===== config.mk =====
export PLATFORM = sky130hd
export DESIGN_NAME = ca_odt_vref_control
export DESIGN_NICKNAME = d
export VERILOG_FILES = /design/src/design/ca_odt_vref_pkg.sv /design/src/design/ca_odt_vref_control.sv
export SDC_FILE = /design/constraint.sdc
export NUM_CORES = 1
export LEC_CHECK = 0
export BUFFER_PORTS_ARGS = -buffer_cell sky130_fd_sc_hd__buf_2
export CAP_MARGIN = 20
export CORE_UTILIZATION = 53
export DETAILED_ROUTE_END_ITERATION = 8
export GPL_ROUTABILITY_DRIVEN = 0
export GPL_TIMING_DRIVEN = 0
export HOLD_SLACK_MARGIN = 0.1
export MAX_ROUTING_LAYER = met4
export PLACE_DENSITY = 0.85
export SLEW_MARGIN = 10
export SYNTH_ARGS = -nofsm -noshare
export SYNTH_HDL_FRONTEND = slang
export SYNTH_SLANG_ARGS = --single-unit

===== constraint.sdc =====
create_clock -name ref_clk -period 3.7 [get_ports ref_clk]
set_input_delay 0.74 -clock ref_clk [delete_from_list [all_inputs] [get_ports ref_clk]]
set_output_delay 0.74 -clock ref_clk [all_outputs]
set_load 0.02 [all_outputs]

===== src/design/ca_odt_vref_pkg.sv =====
// constants, encodings and carriers for the termination / reference control block
// assumes a single 25 MHz core clock; link pins arrive unsynchronised
package ca_odt_vref_pkg;
   // core clock
   localparam int unsigned CLK_MHZ = 25;
   // mode register addresses
   localparam logic [5:0] TERM_CFG_ADDR   = 6'h0B;
   localparam logic [5:0] REF_CUR_ADDR    = 6'h0D;
   localparam logic [5:0] DQ_REF_ADDR     = 6'h0E;
   localparam logic [5:0] TERM_EXT_ADDR   = 6'h16;
   // field positions
   localparam int unsigned CA_TERM_LSB     = 4;
   localparam int unsigned CA_TERM_MSB     = 6;
   localparam int unsigned DQ_RANGE_BIT    = 6;
   localparam int unsigned DQ_CODE_MSB     = 5;
   localparam int unsigned BOOST_BIT       = 3;
   localparam int unsigned CK_TERM_EN_BIT  = 3;
   localparam int unsigned CS_TERM_EN_BIT  = 4;
   localparam int unsigned CA_TERM_DIS_BIT = 5;
   // reset values and termination field limits
   localparam logic [7:0] TERM_CFG_RST = 8'h00;
   localparam logic [7:0] REF_CUR_RST  = 8'h00;
   localparam logic [7:0] DQ_REF_RST   = 8'h00;
   localparam logic [7:0] TERM_EXT_RST = 8'h00;
   localparam logic [2:0] CA_TERM_OFF  = 3'h0;
   localparam logic [2:0] CA_TERM_MAX  = 3'h6;
   // reference settle times, longest allowed, rounded down to cycles
   localparam int unsigned VREF_SHORT_NS  = 100;
   localparam int unsigned VREF_MIDDLE_NS = 200;
   localparam int unsigned VREF_LONG_NS   = 250;
   localparam int unsigned VREF_WEAK_MS   = 1;
   localparam logic [14:0] VREF_SHORT_CYC  = 15'(VREF_SHORT_NS * CLK_MHZ / 1000);
   localparam logic [14:0] VREF_MIDDLE_CYC = 15'(VREF_MIDDLE_NS * CLK_MHZ / 1000);
   localparam logic [14:0] VREF_LONG_CYC   = 15'(VREF_LONG_NS * CLK_MHZ / 1000);
   localparam int unsigned VREF_WEAK_CYC   = VREF_WEAK_MS * 1000 * CLK_MHZ;

   typedef enum logic [1:0] {
      VREF_IDLE   = 2'b01,
      VREF_SETTLE = 2'b10
   } vref_state_e;

   // mode register write command as seen on the link
   typedef struct packed {
      logic       ck;
      logic       modeRegisterWriteCmd;
      logic [5:0] addr;
      logic [7:0] op;
   } link_pins_s;

   // termination enables presented to the pad ring
   typedef struct packed {
      logic       caOn;
      logic       ckOn;
      logic       csOn;
      logic [2:0] caCode;
      logic [7:0] caOhms;
   } term_out_s;
endpackage : ca_odt_vref_pkg

===== src/design/ca_odt_vref_control.sv =====
// command/address termination decode and data reference-voltage step control
// assumes link pins (clock, command, bond pad) are asynchronous to ref_clk
// and that the controller keeps its own calibration and training ordering
`timescale 1ns/1ns
module ca_odt_vref_control #(
   parameter int unsigned WeakCycles = ca_odt_vref_pkg::VREF_WEAK_CYC
) (
   // clock and reset
   input  wire logic                         ref_clk,
   input  wire logic                         sys_rst,
   // link from the controller and strap pad
   input  wire ca_odt_vref_pkg::link_pins_s  linkIn,
   input  wire logic                         multirankTermBondPad,
   // termination enables
   output      ca_odt_vref_pkg::term_out_s   termOut,
   // reference voltage
   output      logic                         vrefRange,
   output      logic [5:0]                   vrefCode,
   output      logic                         vrefSettling
);
   import ca_odt_vref_pkg::*;

   typedef struct packed {
      link_pins_s  s1;
      link_pins_s  s2;
      link_pins_s  s3;
      logic [2:0]  padSync;
      logic        ckLvl;
      logic        bond;
      logic [7:0]  termCfg;
      logic [7:0]  refCur;
      logic [7:0]  dqRef;
      logic [7:0]  termExt;
      vref_state_e fsm;
      logic [14:0] timer;
      logic [14:0] limit;
      term_out_s   term;
      logic        vRange;
      logic [5:0]  vCode;
      logic        settling;
   } state_s;

   state_s st_ff;
   state_s nxt_st;

   // ohms for each field value; 0 and 7 give 0 meaning no termination
   function automatic logic [7:0] field_ohms(input logic [2:0] f);
      unique case (f)
         3'h1:    field_ohms = 8'hF0;
         3'h2:    field_ohms = 8'h78;
         3'h3:    field_ohms = 8'h50;
         3'h4:    field_ohms = 8'h3C;
         3'h5:    field_ohms = 8'h30;
         3'h6:    field_ohms = 8'h28;
         default: field_ohms = 8'h00;
      endcase
   endfunction : field_ohms

   logic              ckRise;
   logic              take;
   logic              startVref;
   logic signed [6:0] delta;
   logic [2:0]        caField;
   logic              caEnabled;
   logic [14:0]       limitSel;
   logic [14:0]       timerInc;

   always_comb begin
      nxt_st = st_ff;
      // three-stage synchronisers; stage one feeds stage two only
      nxt_st.s1 = linkIn;
      nxt_st.s2 = st_ff.s1;
      nxt_st.s3 = st_ff.s2;
      nxt_st.padSync = {st_ff.padSync[1:0], multirankTermBondPad};
      if (st_ff.s2.ck == st_ff.s3.ck) begin
         nxt_st.ckLvl = st_ff.s3.ck;
      end
      if (st_ff.padSync[1] == st_ff.padSync[2]) begin
         nxt_st.bond = st_ff.padSync[2];
      end
      ckRise = (st_ff.s2.ck == st_ff.s3.ck) && st_ff.s3.ck && !st_ff.ckLvl;
      take = ckRise && st_ff.s3.modeRegisterWriteCmd;
      startVref = 1'b0;
      if (take) begin
         unique case (st_ff.s3.addr)
            TERM_CFG_ADDR: nxt_st.termCfg = st_ff.s3.op;
            REF_CUR_ADDR:  nxt_st.refCur  = st_ff.s3.op;
            TERM_EXT_ADDR: nxt_st.termExt = st_ff.s3.op;
            DQ_REF_ADDR: begin
               nxt_st.dqRef = st_ff.s3.op;
               startVref = (st_ff.s3.op != st_ff.dqRef);
            end
            default: ;
         endcase
      end
      // signed step count from the applied code
      delta = 7'(signed'({1'b0, st_ff.s3.op[DQ_CODE_MSB:0]}))
            - 7'(signed'({1'b0, st_ff.vCode}));
      if (!st_ff.refCur[BOOST_BIT]) begin
         limitSel = 15'(WeakCycles);
      end else if (st_ff.s3.op[DQ_RANGE_BIT] != st_ff.vRange) begin
         limitSel = VREF_LONG_CYC;
      end else if (delta == 7'sd1 || delta == -7'sd1) begin
         limitSel = VREF_SHORT_CYC;
      end else begin
         limitSel = VREF_MIDDLE_CYC;
      end
      timerInc = st_ff.timer + 15'h0001;
      unique case (st_ff.fsm)
         VREF_IDLE: ;
         VREF_SETTLE: begin
            nxt_st.timer = timerInc;
            if (timerInc >= st_ff.limit) begin
               nxt_st.vRange = st_ff.dqRef[DQ_RANGE_BIT];
               nxt_st.vCode = st_ff.dqRef[DQ_CODE_MSB:0];
               nxt_st.settling = 1'b0;
               nxt_st.fsm = VREF_IDLE;
            end
         end
      endcase
      // a new write mid-settle restarts from the value applied so far
      if (startVref) begin
         nxt_st.fsm = VREF_SETTLE;
         nxt_st.timer = 15'h0000;
         nxt_st.limit = limitSel;
         nxt_st.settling = 1'b1;
      end
      // no power state input: termination holds through power-down
      // ohm changes take effect at once, no calibration step
      caField = st_ff.termCfg[CA_TERM_MSB:CA_TERM_LSB];
      caEnabled = (caField != CA_TERM_OFF) && (caField <= CA_TERM_MAX);
      nxt_st.term.caCode = caField;
      nxt_st.term.caOhms = field_ohms(caField);
      if (!caEnabled) begin
         nxt_st.term.caOn = 1'b0;
         nxt_st.term.ckOn = 1'b0;
         nxt_st.term.csOn = 1'b0;
      end else if (st_ff.bond) begin
         nxt_st.term.caOn = !st_ff.termExt[CA_TERM_DIS_BIT];
         nxt_st.term.ckOn = 1'b1;
         nxt_st.term.csOn = 1'b1;
      end else begin
         nxt_st.term.caOn = 1'b0;
         nxt_st.term.ckOn = st_ff.termExt[CK_TERM_EN_BIT];
         nxt_st.term.csOn = st_ff.termExt[CS_TERM_EN_BIT];
      end
   end

   always_ff @(posedge ref_clk or posedge sys_rst) begin
      if (sys_rst) begin
         st_ff <= '{s1: '0, s2: '0, s3: '0, padSync: 3'h0, ckLvl: 1'b0, bond: 1'b0,
                    termCfg: TERM_CFG_RST, refCur: REF_CUR_RST, dqRef: DQ_REF_RST,
                    termExt: TERM_EXT_RST, fsm: VREF_IDLE, timer: 15'h0000,
                    limit: 15'h0000, term: '0, vRange: 1'b0, vCode: 6'h00,
                    settling: 1'b0};
      end else begin
         st_ff <= nxt_st;
      end
   end

   assign termOut = st_ff.term;
   assign vrefRange = st_ff.vRange;
   assign vrefCode = st_ff.vCode;
   assign vrefSettling = st_ff.settling;

   logic [2:0] fieldNow;
   assign fieldNow = st_ff.termCfg[CA_TERM_MSB:CA_TERM_LSB];
endmodule : ca_odt_vref_control


---- Yosys cells after proc, flatten, opt, wreduce, memory -nomap -nowiden ----
Index checks and enable logic that the tools add are counted.
word-level totals
  register bits ........................... 132
  bits of input ports ..................... 19
  output and inout bits ................... 22
  word-level logic and storage cells ...... 81
operators by class
  $add $sub $neg .......................... 2
  magnitude comparators ................... 2
  eq/ne operators ......................... 17
  mux-type cells .......................... 14
  reduce and logical (&&, ||, !) cells .... 16
operators by type and width
  operator               number
  $pmux 8 s6             1
  $mux 32                1
  $eq 6x4->1 const B     3
  $mux 17                1
  $add 15x1->15 const B  1
  $ge 15x15->1           1
  $mux 15                1
  $mux 3                 4
  $reduce_and 2->1       6
  $eq 3x3->1 const B     3
  $ne 8x8->1             1
  $eq 7x1->1 const B     1
  $eq 7x2->1 const B     1
  $sub 6x6->7            1
  $eq 3x2->1 const B     2
  $eq 6x5->1 const B     1
  $mux 1                 5
  $logic_and 1x1->1      4
  $reduce_bool 2->1      2
  $eq 3x1->1 const B     1
  $le 3x3->1 const B     1
  $reduce_bool 3->1      1
  $eq 1x1->1             2
  $eq 2x2->1 const B     1
  other kinds (4)        5

---- Depth between registers and ports, before layout ----
Gate-level depths: netlist of the first run.
  depth after elaboration ................. 7
  depth in mapped cells ................... 13
  mapped depth without buffers ............ 12

---- Worst setup path before layout of the first run ----
Ideal clock, no wire load.
  kind .................................... register -> register
  start ................................... register st_ff[37] (netlist name)
  end ..................................... register st_ff (netlist bit vrefCode[0])
  library setup time ...................... 0.125 ns
  arrival time ............................ 2.870 ns
  setup slack ............................. 0.705 ns
  cell stages (with the launch flop) ...... 14
  buffers on the path ..................... 1
  cells stage by stage .................... dfrtp_1 -> ha_1 -> and3_1 -> buf_4 -> and2_4 -> nand3_1 -> xnor2_1 -> ha_1 -> nand4_1 -> a311o_1 -> o31a_1 -> o221a_4 -> nor2_8 -> mux2_4
on the way
  word-level cells in the longest chain between the ends .. 3
ends and longest elaborated chain
  element                            RTL line                    RTL
  start: declaration                 ca_odt_vref_control.sv:43   state_s st_ff;
  start signal: assignment           ca_odt_vref_control.sv:151  st_ff <= '{s1: '0, s2: '0, s3: '0, padSync: 3'h0, ckLvl: 1'b0, bond: 1'b0,
  start signal: assignment           ca_odt_vref_control.sv:157  st_ff <= nxt_st;
  $add 15x1->15                      ca_odt_vref_control.sv:108  timerInc = st_ff.timer + 15'h0001;
  $ge 15x15->1                       ca_odt_vref_control.sv:113  if (timerInc >= st_ff.limit) begin
  $reduce_and 2->1 (no source line)  -
Every way passes these cells.
A chain may end at the register's enable or synchronous reset.

---- Final worst setup path of the first run ----
  start ................................... register st_ff[37] (netlist name)
  end ..................................... register st_ff (netlist bit vrefCode[5])
The elaborated chain is that of the path after synthesis.

==> results of run 1 <==
cells in the final DEF, fill, tap and decap left out, types with 2 or more instances in the layout:
master    netlist  final
and2_1          2      2
a211oi_1        2      2
xnor2_1        10     10
mux2_4          7      7
o31ai_1         2      2
nor2b_1         4      4
nor2_1         28     28
inv_8           0      3
clkbuf_1        2      2
nor3_1          5      5
buf_2           1     39
buf_4          21     21
nand4_1         6      6
nand4b_1        3      3
o21a_1          2      2
conb_1          1      2
and3_1          3      3
mux2_2         16     16
inv_1          19     18
mux2i_1         3      3
ha_1           17     17
nor4_1          4      4
nand2b_1        6      6
a21o_1          3      3
nand2_1        18     18
dfrtp_1       107    107
o21ai_0         3      3
clkbuf_8        0      9
xor2_1         23     23
nand3_1         8      8
nor3b_1         4      4
a31oi_1         2      2
a21oi_1         8      8
clkinv_8        0      2
critical path, delay by kind of cell, from the launching register on:
kind	cells	cell delay (ps)
XOR/XNOR	1	150
flip-flops	1	490
buffers and inverters	1	140
adder cells (fa/ha/maj)	2	550
AND/OR/NAND/NOR	5	770
multiplexers	1	330
AO/OA/AOI/OAI	3	740
final timing paths:
| kind | startpoint | to | slack, ps | depth (start not counted) |
|---|---|---|---|---|
| worst max register to register | st_ff[37] | vrefCode[5] | 420 | 13 |
| worst min-delay path | nxt_st[117] | nxt_st[101] | 360 | 0 |
| worst max-delay path | st_ff[37] | vrefCode[5] | 420 | 13 |
| max in group asynchronous | sys_rst | caField[0] | 2610 | 3 |
| worst min register to register | nxt_st[117] | nxt_st[101] | 360 | 0 |
| min in group asynchronous | sys_rst | nxt_st[122] | 420 | 2 |
registers in the layout, indices dropped and copies added (netlist names):
name / cells
st_ff: 52
nxt_st: 34
termOut: 12
vrefCode: 6
caField: 3
vrefRange: 1
cell families after synthesis:
logic type / after synthesis / synth area share, %
compound gates: 34 / 5.53
xor+xnor: 33 / 6.23
fa+ha+maj: 19 / 5.23
buf+inv: 44 / 5.45
flops: 108 / 58.3
mux: 26 / 6.80
other cells: 1 / 0.0809
simple gates: 100 / 12.4
final cells by class:
class	instances	area [sq um]	share of cell area [%]
inverter	19	73.8	1.42
clock inverter	7	83.8	1.61
tap	105	131	2.53
multi-input combinational	214	1680	32.4
timing repair buffer	39	218	4.19
buffer	25	181	3.49
clock buffer	9	124	2.38
sequential	108	2700	52.0
per-stage QoR:
stage	power [uW]	TNS, ps	hold slack (ps)	cell area (sq um)	cells
after detailed placement	1430	0	335	4990	510
after global placement	1420	-85410	331	4960	509
after floorplan	1380	0	331	4640	366
final	2120	0	357	5200	526
after CTS	2140	0	360	5200	526
after global routing	2200	0	363	5200	526
cell usage after synthesis, types with 7 or more instances:
cell	n	area (sq um)
nand3_1	8	40.0
nor2_1	28	105
xnor2_1	10	87.6
a21oi_1	8	40.0
buf_4	21	158
mux2_2	16	180
ha_1	17	213
dfrtp_1	107	2680
xor2_1	23	201
nand2_1	18	67.6
inv_1	19	71.3
mux2_4	7	105
power by group through the flow:
| stage | sequential [uW] | clock (uW) | combinational [uW] |
|---|---|---|---|
| global placement | 1270 | 0 | 144 |
| detailed placement | 1280 | 0 | 154 |
| finish | 1250 | 712 | 154 |
| floorplan | 1270 | 0 | 116 |
| CTS | 1250 | 735 | 156 |
| global route | 1260 | 772 | 172 |
routing by layer:
metal / wire length (um) / track usage [%] / vias to the layer above / share of wire, %
met5: 0 / - / - / 0
met4: 169 / 9.20 / 0 / 2.3
met3: 257 / 3.75 / 12 / 3.4
met2: 3750 / 30.7 / 47 / 50
met1: 3280 / 24.1 / 1373 / 44
li1: - / - / 1330 / -
==> flow_metrics.tcl, run 1 <==
set metrics [dict create \
    crit_type "flip-flop to flip-flop" \
    root_buffer "clkbuf_8" \
    p_clk_share_pct 33.6 \
    ys.warnings.count 0 \
    initial_utilization_pct 55.6 \
    hold_class "flip-flop to flip-flop" \
    viasPerCell 5.25 \
    setup_ws_ps 418 \
    io_buffers 38 \
    cts.clk_slew.worst_paths_ps 110 \
    drt-pass1-iter-count 4 \
    grt_pass1_wl_um 12700 \
    drive_gt1_share_pct 26.8 \
    drtIter0Drc 153 \
    synth_edf_count 0 \
    avgRoutedWirePerCell_um 14.2 \
    die_w_um 95.5 \
    cts_max_path_buffers 2 \
    cpPeakStageDelay_ps 490 \
    yosysSeqAreaShare_pct 58.3 \
    io_pins 41 \
    final_util_pct 62.3 \
    drtAntennaViolNets 0 \
    crit_path_top_delay_cell "dfrtp_1" \
    status "finished, final reports clean" \
    syn_avg_cell_area_sq_um 12.7 \
    cap_viol_max_count 0 \
    antenna_found_initial 0 \
    fin_crit_ps 3280 \
    hpwl_um 5240 \
    drc 0 \
    worstPathMaxFanout 7 \
    synth_area_sq_um 4640 \
    cts.sinks 108 \
    synth_ff_type "dfrtp_1" \
    hold_viol_final 0 \
    core_area_sq_um 8340 \
    finClkSkew_ps 13.9 \
    post_cts_buffers 0 \
    switching_share_pct 25.9 \
    die_area_sq_um 9130 \
    fp.dieH_um 95.5 \
    p_switching_uw 550 \
    intPower_uw 1570 \
    place_ws_ps 449 \
    startpoint_type "flip-flop" \
    htree_num_levels 3 \
    p_comb_share_pct 7.2 \
    ir_worst_vdd_uv 329 \
    synthCells 365 \
    insertion_delay_ps 370 \
    ys_types 56 \
    setup_violations 0 \
    max-slew-margin-rel_pct 55.5 \
    overflow 0 \
    cts_resized 0 \
    diodes 0 \
    nNetsFinal 453 \
    num_rows 33 \
    required_ps 3960 \
    grt_setup_unrepaired "false" \
    finalCritPeriodShare_pct 88.7 \
    cts_tree "built" \
    grt_max_degree 66 \
    crit_chain "ha_1 -> and3_1 -> buf_4 -> and2_4 -> nand3_1 -> xnor2_1 -> ha_1 -> nand4_1 -> a311o_1 -> o31a_1 -> o221a_4 -> nor2_8 -> mux2_4" \
    ys_seq_elements 108 \
    worst_path_most_repeated_cell "ha_1" \
    track_usage_pct 19.4 \
    cellPowerDensity_nw_per_um2 407 \
    slew_viol_final 0 \
    numCtsBuffers 9 \
    tightest_slew_ps 661 \
    max_freq_mhz 305 \
    n_fill_cell 633 \
    async_flop_share_pct 100 \
    hold_buffers 0 \
    leakagePower_uw 0.00258 \
    grt_pass1_vias 2759 \
    wl_um 7460 \
    arrival_ps 3550 \
    end_kind "flip-flop" \
    seqPwrFrac_pct 59.1 \
    via_count 2762 \
    synthToLayoutAreaGrowth_pct 12.1 \
]
Power figures use the tool's default switching activity.
==> run 2: changes to the inputs <==
--- a/config.mk
+++ b/config.mk
@@ -14,6 +14,7 @@
 export HOLD_SLACK_MARGIN = 0.1
 export MAX_ROUTING_LAYER = met4
 export PLACE_DENSITY = 0.85
+export SETUP_SLACK_MARGIN = 0.5
 export SLEW_MARGIN = 10
 export SYNTH_ARGS = -nofsm -noshare
 export SYNTH_HDL_FRONTEND = slang
==> run 2 against run 1 <==
Compared with the run above:
- worst hold slack worse by 30 ps
- fmax is 5.9% higher
- core utilization is 1.3 points higher
- worst setup slack better by 180 ps
- critical path depth stayed put
- cell count is 1.5% higher
- critical endpoint is now vrefCode[4]
==> flow_metrics.tcl, run 2 (synthesized netlist as in run 1, its figures left out) <==
set metrics [dict create \
    grt_max_degree 42 \
    postLayoutCellArea_sq_um 5310 \
    leakagePower_uw 0.00262 \
    n_fill_cell 652 \
    worstPathMaxFanout 7 \
    p_switching_uw 519 \
    end_kind "flip-flop" \
    seqPwrFrac_pct 58.3 \
    drtAntennaViolNets 0 \
    via_count 2763 \
    rr_startpoint "st_ff[37]" \
    crit_type "flip-flop to flip-flop" \
    hold_buffers 0 \
    drc 0 \
    root_buffer "clkbuf_8" \
    htree_num_levels 3 \
    track_usage_pct 18.9 \
    drive_gt1_share_pct 30.3 \
    path_buf_inv 1 \
    hpwl_um 5240 \
    dpl.cell_count 512 \
    nNetsFinal 462 \
    setup_ws_ps 600 \
    place_ws_ps 489 \
    p_comb_share_pct 7.6 \
    cap_viol_max_count 0 \
    diodes 0 \
    p_clk_share_pct 34.1 \
    fp.dieH_um 95.5 \
    grt_setup_unrepaired "false" \
    largest_register_ffs 52 \
    multi_input_area_sq_um 1710 \
    finalCritPeriodShare_pct 83.8 \
    synthToLayoutAreaGrowth_pct 14.5 \
    wl_um 7440 \
    viasPerCell 5.17 \
    switching_share_pct 24.2 \
    hold_class "input port to async pin" \
    seqCellArea_sq_um 2710 \
    startpoint_type "flip-flop" \
    io_buffers 38 \
    crit_path_top_delay_cell "dfrtp_2" \
    worst-r2r-cell-count 13 \
    grt_pass1_wl_um 12300 \
    finClkSkew_ps 10.9 \
    max_freq_mhz 323 \
    cts_max_path_buffers 2 \
    drt-pass1-iter-count 4 \
    numCtsBuffers 9 \
    die_w_um 95.5 \
    fin_tns_setup_ps 0 \
    crit_chain "ha_4 -> and3_1 -> buf_4 -> and2_4 -> nand3_1 -> xnor2_1 -> ha_1 -> nand4_1 -> a311o_1 -> o31a_1 -> o221a_4 -> nor2_8 -> mux2_4" \
    cellPowerDensity_nw_per_um2 404 \
    fin_crit_ps 3100 \
    hold_viol_final 0 \
    cpPeakStageDelay_ps 460 \
    cts.clk_slew.worst_paths_ps 100 \
    layout.cells.non_filler 534 \
    cp_top_family "simple AND/OR/NAND/NOR gates" \
    regMostFlops "st_ff" \
    ir_worst_vdd_uv 287 \
    insertion_delay_ps 380 \
    final_cell_mix "dfrtp_1, buf_2, buf_4, nor2_1, xor2_1" \
    max-slew-margin-rel_pct 58.4 \
    layout_commonest_cell "dfrtp_1" \
    placed_area_sq_um 5030 \
    required_ps 3970 \
    cts_tree "built" \
    core_area_sq_um 8340 \
    cts.sinks 108 \
    antenna_found_initial 0 \
    avgRoutedWirePerCell_um 13.9 \
    die_area_sq_um 9130 \
    overflow 0 \
    grt_pass1_vias 2694 \
    tightest_slew_ps 619 \
    setup_violations 0 \
    arrival_ps 3370 \
    num_rows 33 \
    slew_viol_final 0 \
    status "finished, final reports clean" \
    power_uw 2150 \
    initial_utilization_pct 55.6 \
    r2r_setup_slack_ps 600 \
    intPower_uw 1630 \
    drtIter0Drc 149 \
    io_pins 41 \
    r2r_end "vrefCode[4]" \
]
run 2: power by group through the flow:
stage / Clock [uW] / Sequential [uW] / Combinational [uW]
6_report: 731 / 1250 / 164
5_1_grt: 794 / 1260 / 182
4_1_cts: 755 / 1250 / 160
3_5_place_dp: 0 / 1280 / 158
3_3_place_gp: 0 / 1270 / 144
2_1_floorplan: 0 / 1270 / 116
run 2: metal layers:
layer	global-route usage, %	wire length, um
met4	9.95	193
met1	24.1	3450
met3	5.18	314
met5	-	0
met2	27.7	3490
run 2: worst max path at each step:
stage               startpoint     endpoint  depth (start not counted)
floorplan            st_ff[37]  vrefCode[0]                         13
detailed placement   st_ff[37]  vrefCode[5]                         13
global placement     st_ff[37]  vrefCode[5]                         13
global route         st_ff[37]  vrefCode[4]                         13
finish               st_ff[37]  vrefCode[4]                         13
CTS                  st_ff[37]  vrefCode[4]                         13
run 2: per-stage QoR:
step	utilization, %	hold slack (ps)
final	63.7	327
after global routing	63.7	334
after CTS	62.7	316
after detailed placement	60.3	335
after global placement	59.5	331
after floorplan	-	331
run 2: cell type report:
| type | instances | share of cell area, % |
|---|---|---|
| sequential | 108 | 51.0 |
| multi-input combinational | 214 | 32.2 |
| timing repair buffer | 48 | 5.70 |
| buffer | 25 | 3.42 |
| tap | 105 | 2.47 |
| clock buffer | 9 | 2.33 |
| clock inverter | 6 | 1.48 |
| inverter | 19 | 1.41 |
run 2: repair_timing:
item                       4_1_cts  5_1_grt
setup buffers                    0        7
hold endpoints to repair         0        0
pin swaps                        0        5
setup endpoints to repair        7        7
resized for setup                1        9
